[src/include/vsf_pkg.sv]
// Package with constants and types for the valley-select frequency reducer.
package vsf_pkg;

  // ----------------------------------------------------------------------
  // Clock and timing
  // ----------------------------------------------------------------------
  localparam int unsigned CLK_HZ           = 200_000_000;
  localparam int unsigned PERIOD_MS        = 48;
  localparam int unsigned SOFTSTART_MS     = 12;
  localparam int unsigned SOFTSTART_STEPS  = 4;
  localparam int unsigned PERIOD_CYC       = CLK_HZ / 1000 * PERIOD_MS;
  localparam int unsigned SOFTSTART_CYC    = CLK_HZ / 1000 * SOFTSTART_MS;
  localparam int unsigned SS_STEP_CYC      = SOFTSTART_CYC / SOFTSTART_STEPS;
  localparam int unsigned RING_LONG_NS     = 2500;
  localparam int unsigned RING_SHORT_NS    = 500;
  localparam int unsigned OFF_MAX_US       = 50;
  localparam int unsigned RING_LONG_CYC    = RING_LONG_NS / 5;
  localparam int unsigned RING_SHORT_CYC   = RING_SHORT_NS / 5;
  localparam int unsigned OFF_MAX_CYC      = CLK_HZ / 1_000_000 * OFF_MAX_US;

  // ----------------------------------------------------------------------
  // Counter limits and reset values
  // ----------------------------------------------------------------------
  localparam logic [2:0] VALLEY_MIN   = 3'h1;
  localparam logic [2:0] VALLEY_MAX   = 3'h7;
  localparam logic [2:0] VALLEY_RST   = 3'h1;
  localparam logic [2:0] ZC_MAX       = 3'h7;
  localparam logic [2:0] ZC_RST       = 3'h0;
  localparam logic [1:0] SS_STEP_RST  = 2'h0;
  localparam logic [1:0] SS_STEP_LAST = 2'h3;

  typedef enum logic [1:0] {
    VSF_WAIT_SUPPLY = 2'b00,
    VSF_SOFTSTART   = 2'b01,
    VSF_RUN         = 2'b10
  } vsf_phase_t;

endpackage

[src/include/vsf_period_if.sv]
// Interface carrying period ticks and the valley number between modules.
`timescale 1ns/1ps
`default_nettype none
interface vsf_period_if;
  logic       period_end;
  logic       run;
  logic [2:0] valley;

  modport timer (output period_end, input run, input valley);
  modport ctrl  (input period_end, output run, output valley);
endinterface
`default_nettype wire

[src/logic/vsf_period_timer.sv]
// Free-running period divider producing one-cycle period-end pulses.
`timescale 1ns/1ps
`default_nettype none
module vsf_period_timer #(
  parameter int unsigned PERIOD = vsf_pkg::PERIOD_CYC
) (
  input  wire logic   sys_clk,
  input  wire logic   sys_rst,
  vsf_period_if.timer prd
);
  import vsf_pkg::*;

  logic [31:0] cnt_r;
  logic        tick_r;
  wire         wrap = (cnt_r == 32'(PERIOD - 1));

  // Counter restarts when running begins so the first period is full.
  always_ff @(posedge sys_clk) begin
    if (sys_rst || !prd.run) begin
      cnt_r  <= 32'h0;
      tick_r <= 1'b0;
    end else begin
      cnt_r  <= wrap ? 32'h0 : cnt_r + 32'h1;
      tick_r <= wrap;
    end
  end

  assign prd.period_end = tick_r;
endmodule
`default_nettype wire

[src/logic/vsf_top.sv]
// Valley-select frequency reduction, soft-start and switch-on control.
//
// Contract
// - Sample feedback levels each 48 ms period.
// - All-period below low threshold: count up.
// - Low crossed, high never: hold counter.
// - High crossed, reload never: count down.
// - Reload threshold crossed: load counter with one.
// - Valley counter stays within one to seven.
// - Valley counter starts at one.
// - Soft-start 12 ms, four equal limit steps.
// - Turn-on digital, turn-off from analog comparator.
// - Turn-on uses zero cross and valley count.
// - Valley count is switch-on zero-cross ordinal.
// - Threshold set chosen by line level.
// - Supply threshold stops charger, starts soft-start.
// - Zero-cross counter 0..7, cleared on gate high.
// - After ringing time, turn on at count match.
// - Maximum off time forces turn-on.
`timescale 1ns/1ps
`default_nettype none
module vsf_top #(
  parameter int unsigned PERIOD   = vsf_pkg::PERIOD_CYC,
  parameter int unsigned SS_STEP  = vsf_pkg::SS_STEP_CYC,
  parameter int unsigned OFF_MAX  = vsf_pkg::OFF_MAX_CYC,
  parameter int unsigned RING_LNG = vsf_pkg::RING_LONG_CYC,
  parameter int unsigned RING_SHT = vsf_pkg::RING_SHORT_CYC
) (
  input  wire logic       sys_clk,
  input  wire logic       sys_rst,
  input  wire logic       supply_on,
  input  wire logic       line_high,
  input  wire logic       fb_above_low_lo_line,
  input  wire logic       fb_above_high_lo_line,
  input  wire logic       fb_above_low_hi_line,
  input  wire logic       fb_above_high_hi_line,
  input  wire logic       fb_above_reload,
  input  wire logic       zero_cross_input,
  input  wire logic       zc_above_ring_thr,
  input  wire logic       cs_trip,
  output logic            gate_drive,
  output logic            charger_enable,
  output logic [1:0]      cs_limit_step,
  output logic [2:0]      valley_count,
  output logic [2:0]      zc_count
);
  import vsf_pkg::*;

  // ----------------------------------------------------------------------
  // Input synchronisers
  // ----------------------------------------------------------------------
  localparam int NIN = 11;
  logic [NIN-1:0] s1_r;
  logic [NIN-1:0] s2_r;
  wire  [NIN-1:0] raw = {supply_on, line_high, fb_above_low_lo_line,
                         fb_above_high_lo_line, fb_above_low_hi_line,
                         fb_above_high_hi_line, fb_above_reload,
                         zero_cross_input, zc_above_ring_thr, cs_trip,
                         1'b0};
  always_ff @(posedge sys_clk) begin
    if (sys_rst) begin
      s1_r <= '0;
      s2_r <= '0;
    end else begin
      s1_r <= raw;
      s2_r <= s1_r;
    end
  end
  wire sup_s  = s2_r[10];
  wire line_s = s2_r[9];
  wire zc_s   = s2_r[3];
  wire ring_s = s2_r[2];
  wire cs_s   = s2_r[1];
  // Line level picks which comparator pair is counted.
  wire low_s  = line_s ? s2_r[6] : s2_r[8];
  wire high_s = line_s ? s2_r[5] : s2_r[7];
  wire rld_s  = s2_r[4];

  // ----------------------------------------------------------------------
  // Start-up phase and soft-start
  // ----------------------------------------------------------------------
  vsf_phase_t  phase_r;
  logic [31:0] ss_cnt_r;
  logic [1:0]  ss_step_r;
  wire ss_wrap = (ss_cnt_r == 32'(SS_STEP - 1));
  always_ff @(posedge sys_clk) begin
    if (sys_rst) begin
      phase_r   <= VSF_WAIT_SUPPLY;
      ss_cnt_r  <= 32'h0;
      ss_step_r <= SS_STEP_RST;
    end else begin
      unique case (phase_r)
        VSF_WAIT_SUPPLY: begin
          if (sup_s) begin
            phase_r <= VSF_SOFTSTART;
          end
        end
        VSF_SOFTSTART: begin
          ss_cnt_r <= ss_wrap ? 32'h0 : ss_cnt_r + 32'h1;
          if (ss_wrap) begin
            if (ss_step_r == SS_STEP_LAST) begin
              phase_r <= VSF_RUN;
            end else begin
              ss_step_r <= ss_step_r + 2'h1;
            end
          end
        end
        VSF_RUN: begin
        end
        default: begin
          phase_r <= VSF_WAIT_SUPPLY;
        end
      endcase
    end
  end
  wire running = (phase_r != VSF_WAIT_SUPPLY);

  // ----------------------------------------------------------------------
  // Period timer and valley-select counter
  // ----------------------------------------------------------------------
  vsf_period_if prd ();
  assign prd.run    = running;
  vsf_period_timer #(.PERIOD(PERIOD)) u_timer (
    .sys_clk (sys_clk),
    .sys_rst (sys_rst),
    .prd     (prd)
  );

  logic       saw_low_r;
  logic       saw_high_r;
  logic       saw_rld_r;
  logic [2:0] valley_r;
  logic [2:0] valley_nxt;
  wire at_max = (valley_r == VALLEY_MAX);
  wire at_min = (valley_r == VALLEY_MIN);
  // Reload beats high beats low; clamps hold range 1..7.
  assign valley_nxt = saw_rld_r  ? VALLEY_RST :
                      saw_high_r ? (at_min ? valley_r
                                           : valley_r - 3'h1) :
                      saw_low_r  ? valley_r :
                      (at_max ? valley_r : valley_r + 3'h1);
  always_ff @(posedge sys_clk) begin
    if (sys_rst || !running) begin
      saw_low_r  <= 1'b0;
      saw_high_r <= 1'b0;
      saw_rld_r  <= 1'b0;
      valley_r   <= VALLEY_RST;
    end else if (prd.period_end) begin
      // A crossing in the closing cycle starts the next period's flags.
      saw_low_r  <= low_s;
      saw_high_r <= high_s;
      saw_rld_r  <= rld_s;
      valley_r   <= valley_nxt;
    end else begin
      saw_low_r  <= saw_low_r | low_s;
      saw_high_r <= saw_high_r | high_s;
      saw_rld_r  <= saw_rld_r | rld_s;
    end
  end
  assign prd.valley = valley_r;

  // ----------------------------------------------------------------------
  // Switch-on and switch-off
  // ----------------------------------------------------------------------
  logic        gate_r;
  logic        zc_d_r;
  logic [2:0]  zc_r;
  logic [31:0] off_cnt_r;
  logic [31:0] ring_lim_r;
  wire zc_fall  = zc_d_r && !zc_s;
  wire ring_ok  = (off_cnt_r >= ring_lim_r);
  wire match    = (zc_r >= prd.valley) && (zc_r != ZC_RST);
  wire force_on = (off_cnt_r >= 32'(OFF_MAX - 1));
  wire turn_on  = running && !gate_r && ((ring_ok && match) || force_on);
  always_ff @(posedge sys_clk) begin
    if (sys_rst) begin
      gate_r     <= 1'b0;
      zc_d_r     <= 1'b0;
      zc_r       <= ZC_RST;
      off_cnt_r  <= 32'h0;
      ring_lim_r <= 32'(RING_LNG);
    end else begin
      zc_d_r <= zc_s;
      if (gate_r) begin
        gate_r     <= !cs_s;
        off_cnt_r  <= 32'h0;
        zc_r       <= ZC_RST;
        ring_lim_r <= 32'(RING_LNG);
      end else if (turn_on) begin
        gate_r <= 1'b1;
      end else begin
        off_cnt_r <= off_cnt_r + 32'h1;
        if (off_cnt_r == 32'h0) begin
          ring_lim_r <= ring_s ? 32'(RING_SHT) : 32'(RING_LNG);
        end
        if (zc_fall && zc_r != ZC_MAX) begin
          zc_r <= zc_r + 3'h1;
        end
      end
    end
  end

  // ----------------------------------------------------------------------
  // Registered outputs
  // ----------------------------------------------------------------------
  always_ff @(posedge sys_clk) begin
    if (sys_rst) begin
      charger_enable <= 1'b1;
      cs_limit_step  <= SS_STEP_RST;
      valley_count   <= VALLEY_RST;
      zc_count       <= ZC_RST;
    end else begin
      charger_enable <= !running;
      cs_limit_step  <= ss_step_r;
      valley_count   <= valley_r;
      zc_count       <= zc_r;
    end
  end
  assign gate_drive = gate_r;
endmodule
`default_nettype wire
[config.mk]
export PLATFORM = sky130hd
export DESIGN_NAME = vsf_top
export DESIGN_NICKNAME = d
export VERILOG_FILES = /design/src/include/vsf_pkg.sv /design/src/include/vsf_period_if.sv /design/src/logic/vsf_period_timer.sv /design/src/logic/vsf_top.sv
export SDC_FILE = /design/constraint.sdc
export NUM_CORES = 1
export LEC_CHECK = 0
export BUFFER_PORTS_ARGS = -buffer_cell sky130_fd_sc_hd__buf_2
export CORE_MARGIN = 8
export CORE_UTILIZATION = 60
export CTS_CLUSTER_SIZE = 12
export DETAILED_ROUTE_END_ITERATION = 8
export HOLD_SLACK_MARGIN = 0.03
export PLACE_DENSITY_LB_ADDON = 0.3
export SKIP_CTS_REPAIR_TIMING = 1
export SLEW_MARGIN = 20
export SYNTH_ARGS = -nofsm -noshare
export SYNTH_HDL_FRONTEND = slang
export SYNTH_SLANG_ARGS = --single-unit
[constraint.sdc]
create_clock -name sys_clk -period 3.8 [get_ports sys_clk]
set_clock_uncertainty 0.15 [all_clocks]
set_input_delay 0 -clock sys_clk [delete_from_list [all_inputs] [get_ports sys_clk]]
set_output_delay 0 -clock sys_clk [all_outputs]
set_load 0.1 [all_outputs]
==> results of run 1 <==
[Yosys cell counts, drive strengths merged, types with 2 or more instances]
library cell    n
o211ai          3
nor2b          27
o21ba           2
a31oi           4
or3            12
a21o            2
dfxtp         142
o31ai          20
nand3          34
clkbuf         18
ha             18
xor2           35
and3           15
nor3           11
and2            3
and4            6
buf             6
a21oi          39
a41o            2
nand2b          3
o311ai          2
mux2            2
inv            22
xnor2          24
nand4          28
nand2          62
o21ai          14
nor4           10
mux2i           5
nor4b           5
or2             7
nor2          103
or4            21
[metrics by stage]
step	setup slack, ns	util (%)	instance area, sq um
6_report	0.851	70.7	7270
5_1_grt	0.546	70.7	7270
4_1_cts	0.856	68.7	7060
3_5_place_dp	0.869	63.4	6510
3_3_place_gp	1.08	63.4	6510
2_1_floorplan	1.16	-	6330
[how the worst max path moves through the flow]
| stage | from | endpoint | slack (ns) | cells after the start |
|---|---|---|---|---|
| floorplan | gate_drive | off_cnt_r[21] | 1.16 | 7 |
| global placement | u_timer.cnt_r[0] | u_timer.cnt_r[4] | 1.08 | 7 |
| detailed placement | u_timer.cnt_r[0] | u_timer.cnt_r[24] | 0.87 | 7 |
| CTS | u_timer.cnt_r[0] | u_timer.cnt_r[24] | 0.86 | 7 |
| global route | u_timer.cnt_r[0] | u_timer.cnt_r[24] | 0.55 | 7 |
| finish | u_timer.cnt_r[0] | u_timer.cnt_r[24] | 0.85 | 7 |
[worst max-delay path, stage by stage, from the launching register on]
cell and delay (ns):
dfxtp_1 0.39, ha_1 0.23, nand3_1 0.10, nor2_1 0.31
nand4_1 0.16, or4_1 0.58, nand2_1 0.73, nor2_1 0.14
[per-layer routing]
| layer | global-route usage [%] | part of all wire, % | vias to the layer above |
|---|---|---|---|
| li1 | - | - | 2625 |
| met3 | 4.90 | 4.6 | 20 |
| met2 | 31.6 | 51 | 123 |
| met4 | 7.27 | 1.2 | 0 |
| met1 | 21.2 | 43 | 2464 |
| met5 | 0 | 0 | - |
[registers in the layout, summed over array words and instances, names as in the netlist]
| name | flops |
|---|---|
| u_timer.cnt_r | 32 |
| zc_d_r | 1 |
| phase_r | 2 |
| s1_r | 10 |
| zc_r | 3 |
| prd.valley | 3 |
| off_cnt_r | 32 |
| saw_rld_r | 1 |
| ss_cnt_r | 32 |
| valley_count | 3 |
| saw_low_r | 1 |
| gate_drive | 1 |
| ss_step_r | 2 |
| zc_count | 3 |
| s2_r | 10 |
| u_timer.prd.period_end | 1 |
| ring_lim_r | 1 |
| cs_limit_step | 2 |
| charger_enable | 1 |
| saw_high_r | 1 |
[area by class of cell]
class                      count  area (sq um)
clock buffer                  19           442
timing repair buffer          44           330
tap                          136           170
sequential                   142          2840
multi-input combinational    534          3290
clock inverter                13           104
inverter                      23          86.3
fill                         764          3010
[power by group through the flow]
stage                     combinational, mW  clock [mW]  sequential, mW
final                                0.0891        1.50            1.52
after global routing                 0.0986        1.59            1.52
after CTS                            0.0711        1.52            1.52
after detailed placement             0.0705           0            1.55
after global placement               0.0674           0            1.55
after floorplan                      0.0514           0            1.55
[kinds of logic after synthesis]
logic type | synth area share [%]
compound gates | 10.2
buf+inv | 3.08
fa+ha+maj | 3.56
xor+xnor | 8.16
flops | 44.9
mux | 1.15
simple gates | 28.9
==> qor.csv, run 1 <==
stage,metric,value,unit
floorplan,Die Span X,119,um
place,PortBufs,21,
layout,Final #Nets,792,
power_and_ir_drop,Pint,2.39,mW
clock_network,H-tree depth,4,
timing,Max Clk Rate,339,MHz
clock_network,CTS tree,built,
timing,period utilization,77.6,%
yosys,post-synthesis register bit count,142,
global_routing,first-pass GRT wire length,21800,um
clock_network,number of buffers created by CTS,17,
clock_network,Sink Count,142,
floorplan,io pins,22,
setup_path,reg2reg start,u_timer.cnt_r[0],
timing,relative slew slack,36.6,%
clock_network,clk root buf,clkbuf_8,
power_and_ir_drop,PwrDens,427,mW/mm^2
job,Max-Cap Viols,0,
place,Inst Count DP,858,
setup_path,Critical Path Start Type,flip-flop,
detailed_routing,drt pass-1 iters,5,
detailed_routing,Avg WL per Cell,14.4,um
global_routing,GR Overflow Total,0,
timing,RSZ-0062 raised after global routing,no,
floorplan,die height,119,um
power_and_ir_drop,Gate power share,2.9,%
power_and_ir_drop,Pleak,2.61,nW
setup_path,WS Path Type,flip-flop to flip-flop,
timing,Worst Hold Margin,0.293,ns
detailed_routing,DRT Wirelength,13100,um
layout,"most common cell after layout, fill and taps aside",dfxtp_1,
yosys,Synthesized Nets,753,
yosys,Yosys top cell by area,dfxtp_1,
layout,"commonest non-fill, non-tap cells in the layout","dfxtp_1, nor2_1, nand2_1",
power_and_ir_drop,Flop pwr share,48.8,%
clock_network,clock latency at the later pin of the worst-skew pair,0.53,ns
setup_path,R2R cell count,7,
yosys,mapped cell area,0.00633,sq mm
run_status,status,finished clean,
yosys,register area share after synthesis,44.9,%
layout,Synth-to-Final Area Change,14.8,%
setup_path,required time of the critical path,4.02,ns
global_routing,antenna violations before repair,0,
floorplan,Die ar.,0.0141,sq mm
setup_path,CP Capture Type,flip-flop,
power_and_ir_drop,clock share of power,48.3,%
setup_path,R2R Path End,u_timer.cnt_r[24],
global_routing,Overall Global Routing Usage,18.3,%
floorplan,Initial Utilization,61.6,%
yosys,Syn Area/Cell,8.76,sq um
timing,transition time of the tightest slew-check pin,0.948,ns
timing,"Slew Viols, Final",0,
timing,setup TNS,0,ns
power_and_ir_drop,Tot Pwr,3.10,mW
layout,layout cells sized above 1,9.29,%
power_and_ir_drop,switching power,0.711,mW
clock_network,clock slew at reported path FFs,0.06,ns
detailed_routing,vias,5232,
yosys,"Distinct cells, synth",59,
yosys,Post-Syn Instances,723,
power_and_ir_drop,VDD IR-drop max,0.542,mV
setup_path,R2R setup slack,0.85,ns
timing,minimum clock period,2.95,ns
worst_hold_path,HP Start,s1_r[3],
setup_path,Crit Path Max Fanout,29,
yosys,ys flop type,dfxtp_1,
place,DP Wirelength,8450,um
yosys,async set or reset register ratio after synthesis,0,%
global_routing,pin count of the biggest net entering global routing,45,
clock_network,Longest Clk Path Bufs,2,
yosys,post-synth top area share,44.9,%
yosys,synth top area cells,"dfxtp_1, nor2_1, xor2_1",
power_and_ir_drop,sw frac,22.9,%
layout,# diodes,0,
detailed_routing,# DRC,0,
detailed_routing,drt via density,5.74,
detailed_routing,DRT iter0 DRCs,372,
layout,Finished Layout Cells,911,
setup_path,arrival time at the worst endpoint,3.17,ns
timing,final hold vios,0,
worst_hold_path,min-delay worst type,flip-flop to flip-flop,
worst_hold_path,end of the worst hold path,s2_r[3],
yosys,Post-synth EDFFs,0,
yosys,Ys Warns,0,
detailed_routing,Routed Antenna Nets,0,
place,routability cong.,0.889,
worst_hold_path,hold depth,1,
floorplan,row count,37,
floorplan,Core Region,0.0103,sq mm
timing,Setup Viol. Count Final,0,
global_routing,vias in the first global route,4981,
No activity file was read; power rests on OpenSTA's default activity.
==> run 2: changes to the inputs <==
--- a/config.mk
+++ b/config.mk
@@ -7,7 +7,7 @@
 export LEC_CHECK = 0
 export BUFFER_PORTS_ARGS = -buffer_cell sky130_fd_sc_hd__buf_2
 export CORE_MARGIN = 8
-export CORE_UTILIZATION = 60
+export CORE_UTILIZATION = 56
 export CTS_CLUSTER_SIZE = 12
 export DETAILED_ROUTE_END_ITERATION = 8
 export HOLD_SLACK_MARGIN = 0.03
==> constraint.sdc (replaced) <==
create_clock -name sys_clk -period 2.6 [get_ports sys_clk]
set_clock_uncertainty 0.15 [all_clocks]
set_input_delay 0 -clock sys_clk [delete_from_list [all_inputs] [get_ports sys_clk]]
set_output_delay 0 -clock sys_clk [all_outputs]
set_load 0.1 [all_outputs]
==> run 2 against run 1 <==
Compared with the run above: global-route usage down 0.45 points; cell count increased by 1.4%; final area grew 1.9%; first-iteration DRC count decreased by 7.8%; combinational power grew 41%; worst setup slack got worse by 0.74 ns; critical path depth is 1 lower; total power rose by 57%; non-clock buffer count is 7 higher; largest cell class unchanged; largest power group is now the clock network.
==> qor.csv, run 2 (synthesis results as in run 1) <==
stage,metric,value,unit
power_and_ir_drop,Pleak,2.70,nW
timing,"Slew Viols, Final",0,
layout,"most common cell after layout, fill and taps aside",dfxtp_1,
clock_network,clk root buf,clkbuf_16,
layout,fillcell total,910,
global_routing,GRT Max-Usage Layer,met2,
detailed_routing,Avg WL per Cell,14.3,um
global_routing,met1 Resource Use GR,23.4,%
detailed_routing,DRT Wirelength,13200,um
clock_network,clock slew at reported path FFs,0.06,ns
setup_path,WS Path Type,flip-flop to flip-flop,
floorplan,Initial Utilization,56.4,%
floorplan,row count,39,
place,Inst Count DP,882,
setup_path,CP Capture Type,flip-flop,
floorplan,die height,122,um
worst_hold_path,HP Start,fb_above_high_hi_line,
global_routing,first-pass GRT wire length,21900,um
setup_path,Bufs and invs on worst path,1,
layout,# diodes,0,
clock_network,H-tree depth,4,
place,DP Wirelength,8800,um
timing,transition time of the tightest slew-check pin,0.741,ns
power_and_ir_drop,Tot Pwr,4.87,mW
setup_path,reg2reg start,off_cnt_r[26],
timing,period utilization,95.8,%
setup_path,arrival time at the worst endpoint,2.67,ns
layout,"commonest non-fill, non-tap cells in the layout","dfxtp_1, nor2_1, nand2_1",
detailed_routing,# DRC,0,
setup_path,CP max stage delay,0.57,ns
timing,RSZ-0062 raised after global routing,no,
floorplan,Die Span X,122,um
timing,final hold vios,0,
global_routing,met3 Track Usage GR,4.42,%
setup_path,crit-path leading delay family,simple AND/OR/NAND/NOR gates,
worst_hold_path,min-delay worst type,input port to flip-flop,
place,PortBufs,21,
timing,Max Clk Rate,401,MHz
layout,post-layout util,66.0,%
clock_network,Sink Count,142,
power_and_ir_drop,VDD IR-drop max,0.504,mV
layout,Synth-to-Final Area Change,17.0,%
timing,setup TNS,0,ns
clock_network,CTS tree,built,
timing,minimum clock period,2.49,ns
layout,layout cells sized above 1,11.7,%
timing,relative slew slack,50.4,%
floorplan,Core Region,0.0112,sq mm
power_and_ir_drop,PwrDens,657,mW/mm^2
global_routing,GR Overflow Total,0,
global_routing,vias in the first global route,4822,
detailed_routing,vias,5319,
setup_path,Crit Path Max Fanout,33,
setup_path,Crit. Startpoint,off_cnt_r[26],
layout,largest registers,"off_cnt_r x32, ss_cnt_r x32, u_timer.cnt_r x32",
timing,Setup Viol. Count Final,0,
global_routing,met2 Use GR,27.6,%
setup_path,slowest cell on the critical path,or4_4,
detailed_routing,drt pass-1 iters,8,
floorplan,io pins,22,
global_routing,pin count of the biggest net entering global routing,34,
setup_path,Critical Path Start Type,flip-flop,
detailed_routing,drt via density,5.76,
global_routing,antenna violations before repair,0,
floorplan,Die ar.,0.0150,sq mm
setup_path,worst-path cell chain,or4_4 -> o31ai_4 -> o211ai_4 -> buf_8 -> or4_1 -> a21oi_1,
detailed_routing,DRT iter0 DRCs,343,
clock_network,Longest Clk Path Bufs,2,
detailed_routing,Routed Antenna Nets,0,
run_status,status,finished clean,
clock_network,number of buffers created by CTS,17,
place,routability cong.,0.835,
setup_path,required time of the critical path,2.78,ns
clock_network,clock latency at the later pin of the worst-skew pair,0.41,ns
job,Max-Cap Viols,0,
layout,Finished Layout Cells,924,
layout,Final #Nets,799,
global_routing,Overall Global Routing Usage,17.9,%
[run 2: routing by layer]
layer | vias to the layer above | routed length, um
li1 | 2641 | -
met4 | 0 | 189
met5 | - | 0
met1 | 2516 | 6250
met3 | 18 | 656
met2 | 144 | 6070
[run 2: layout make-up]
| cell class | instances | area [sq um] | share of cell area (%) |
|---|---|---|---|
| clock buffers | 19 | 453 | 6.11 |
| clock inverters | 12 | 168 | 2.26 |
| inverters | 23 | 86.3 | 1.17 |
| multi-input cells | 534 | 3300 | 44.6 |
| flip-flops and latches | 142 | 2840 | 38.4 |
| well taps | 143 | 179 | 2.41 |
| repair buffers | 51 | 378 | 5.10 |
[run 2: report_power, final]
group / internal, mW / switching, mW / total [mW]
sequential: 2.20 / 0.0145 / 2.22
combinational: 0.0538 / 0.0720 / 0.126
clock: 1.64 / 0.886 / 2.53
[run 2: worst paths after layout]
| check | end | slack [ns] | cells past startpoint |
|---|---|---|---|
| worst max-delay path | off_cnt_r[19] | 0.11 | 6 |
| worst min register to register | s2_r[8] | 0.29 | 1 |
| worst max register to register | off_cnt_r[19] | 0.11 | 6 |
| worst min-delay path | s1_r[5] | 0.18 | 3 |
[run 2: worst min-delay path, stage by stage]
cell	delay (ns)
dlygate4sd3_1	0.52
buf_2	0.09
nor2b_1	0.10
[run 2: stage by stage]
step           cell area (sq um)  hold WS, ns  worst slack (ns)
6_report                    7410        0.176             0.108
3_3_place_gp                6660       0.0599             0.181
2_1_floorplan               6330      -0.0218             0.269
5_1_grt                     7410        0.197          0.000346
4_1_cts                     7280       -0.375            0.0855
3_5_place_dp                6660       0.0617             0.119
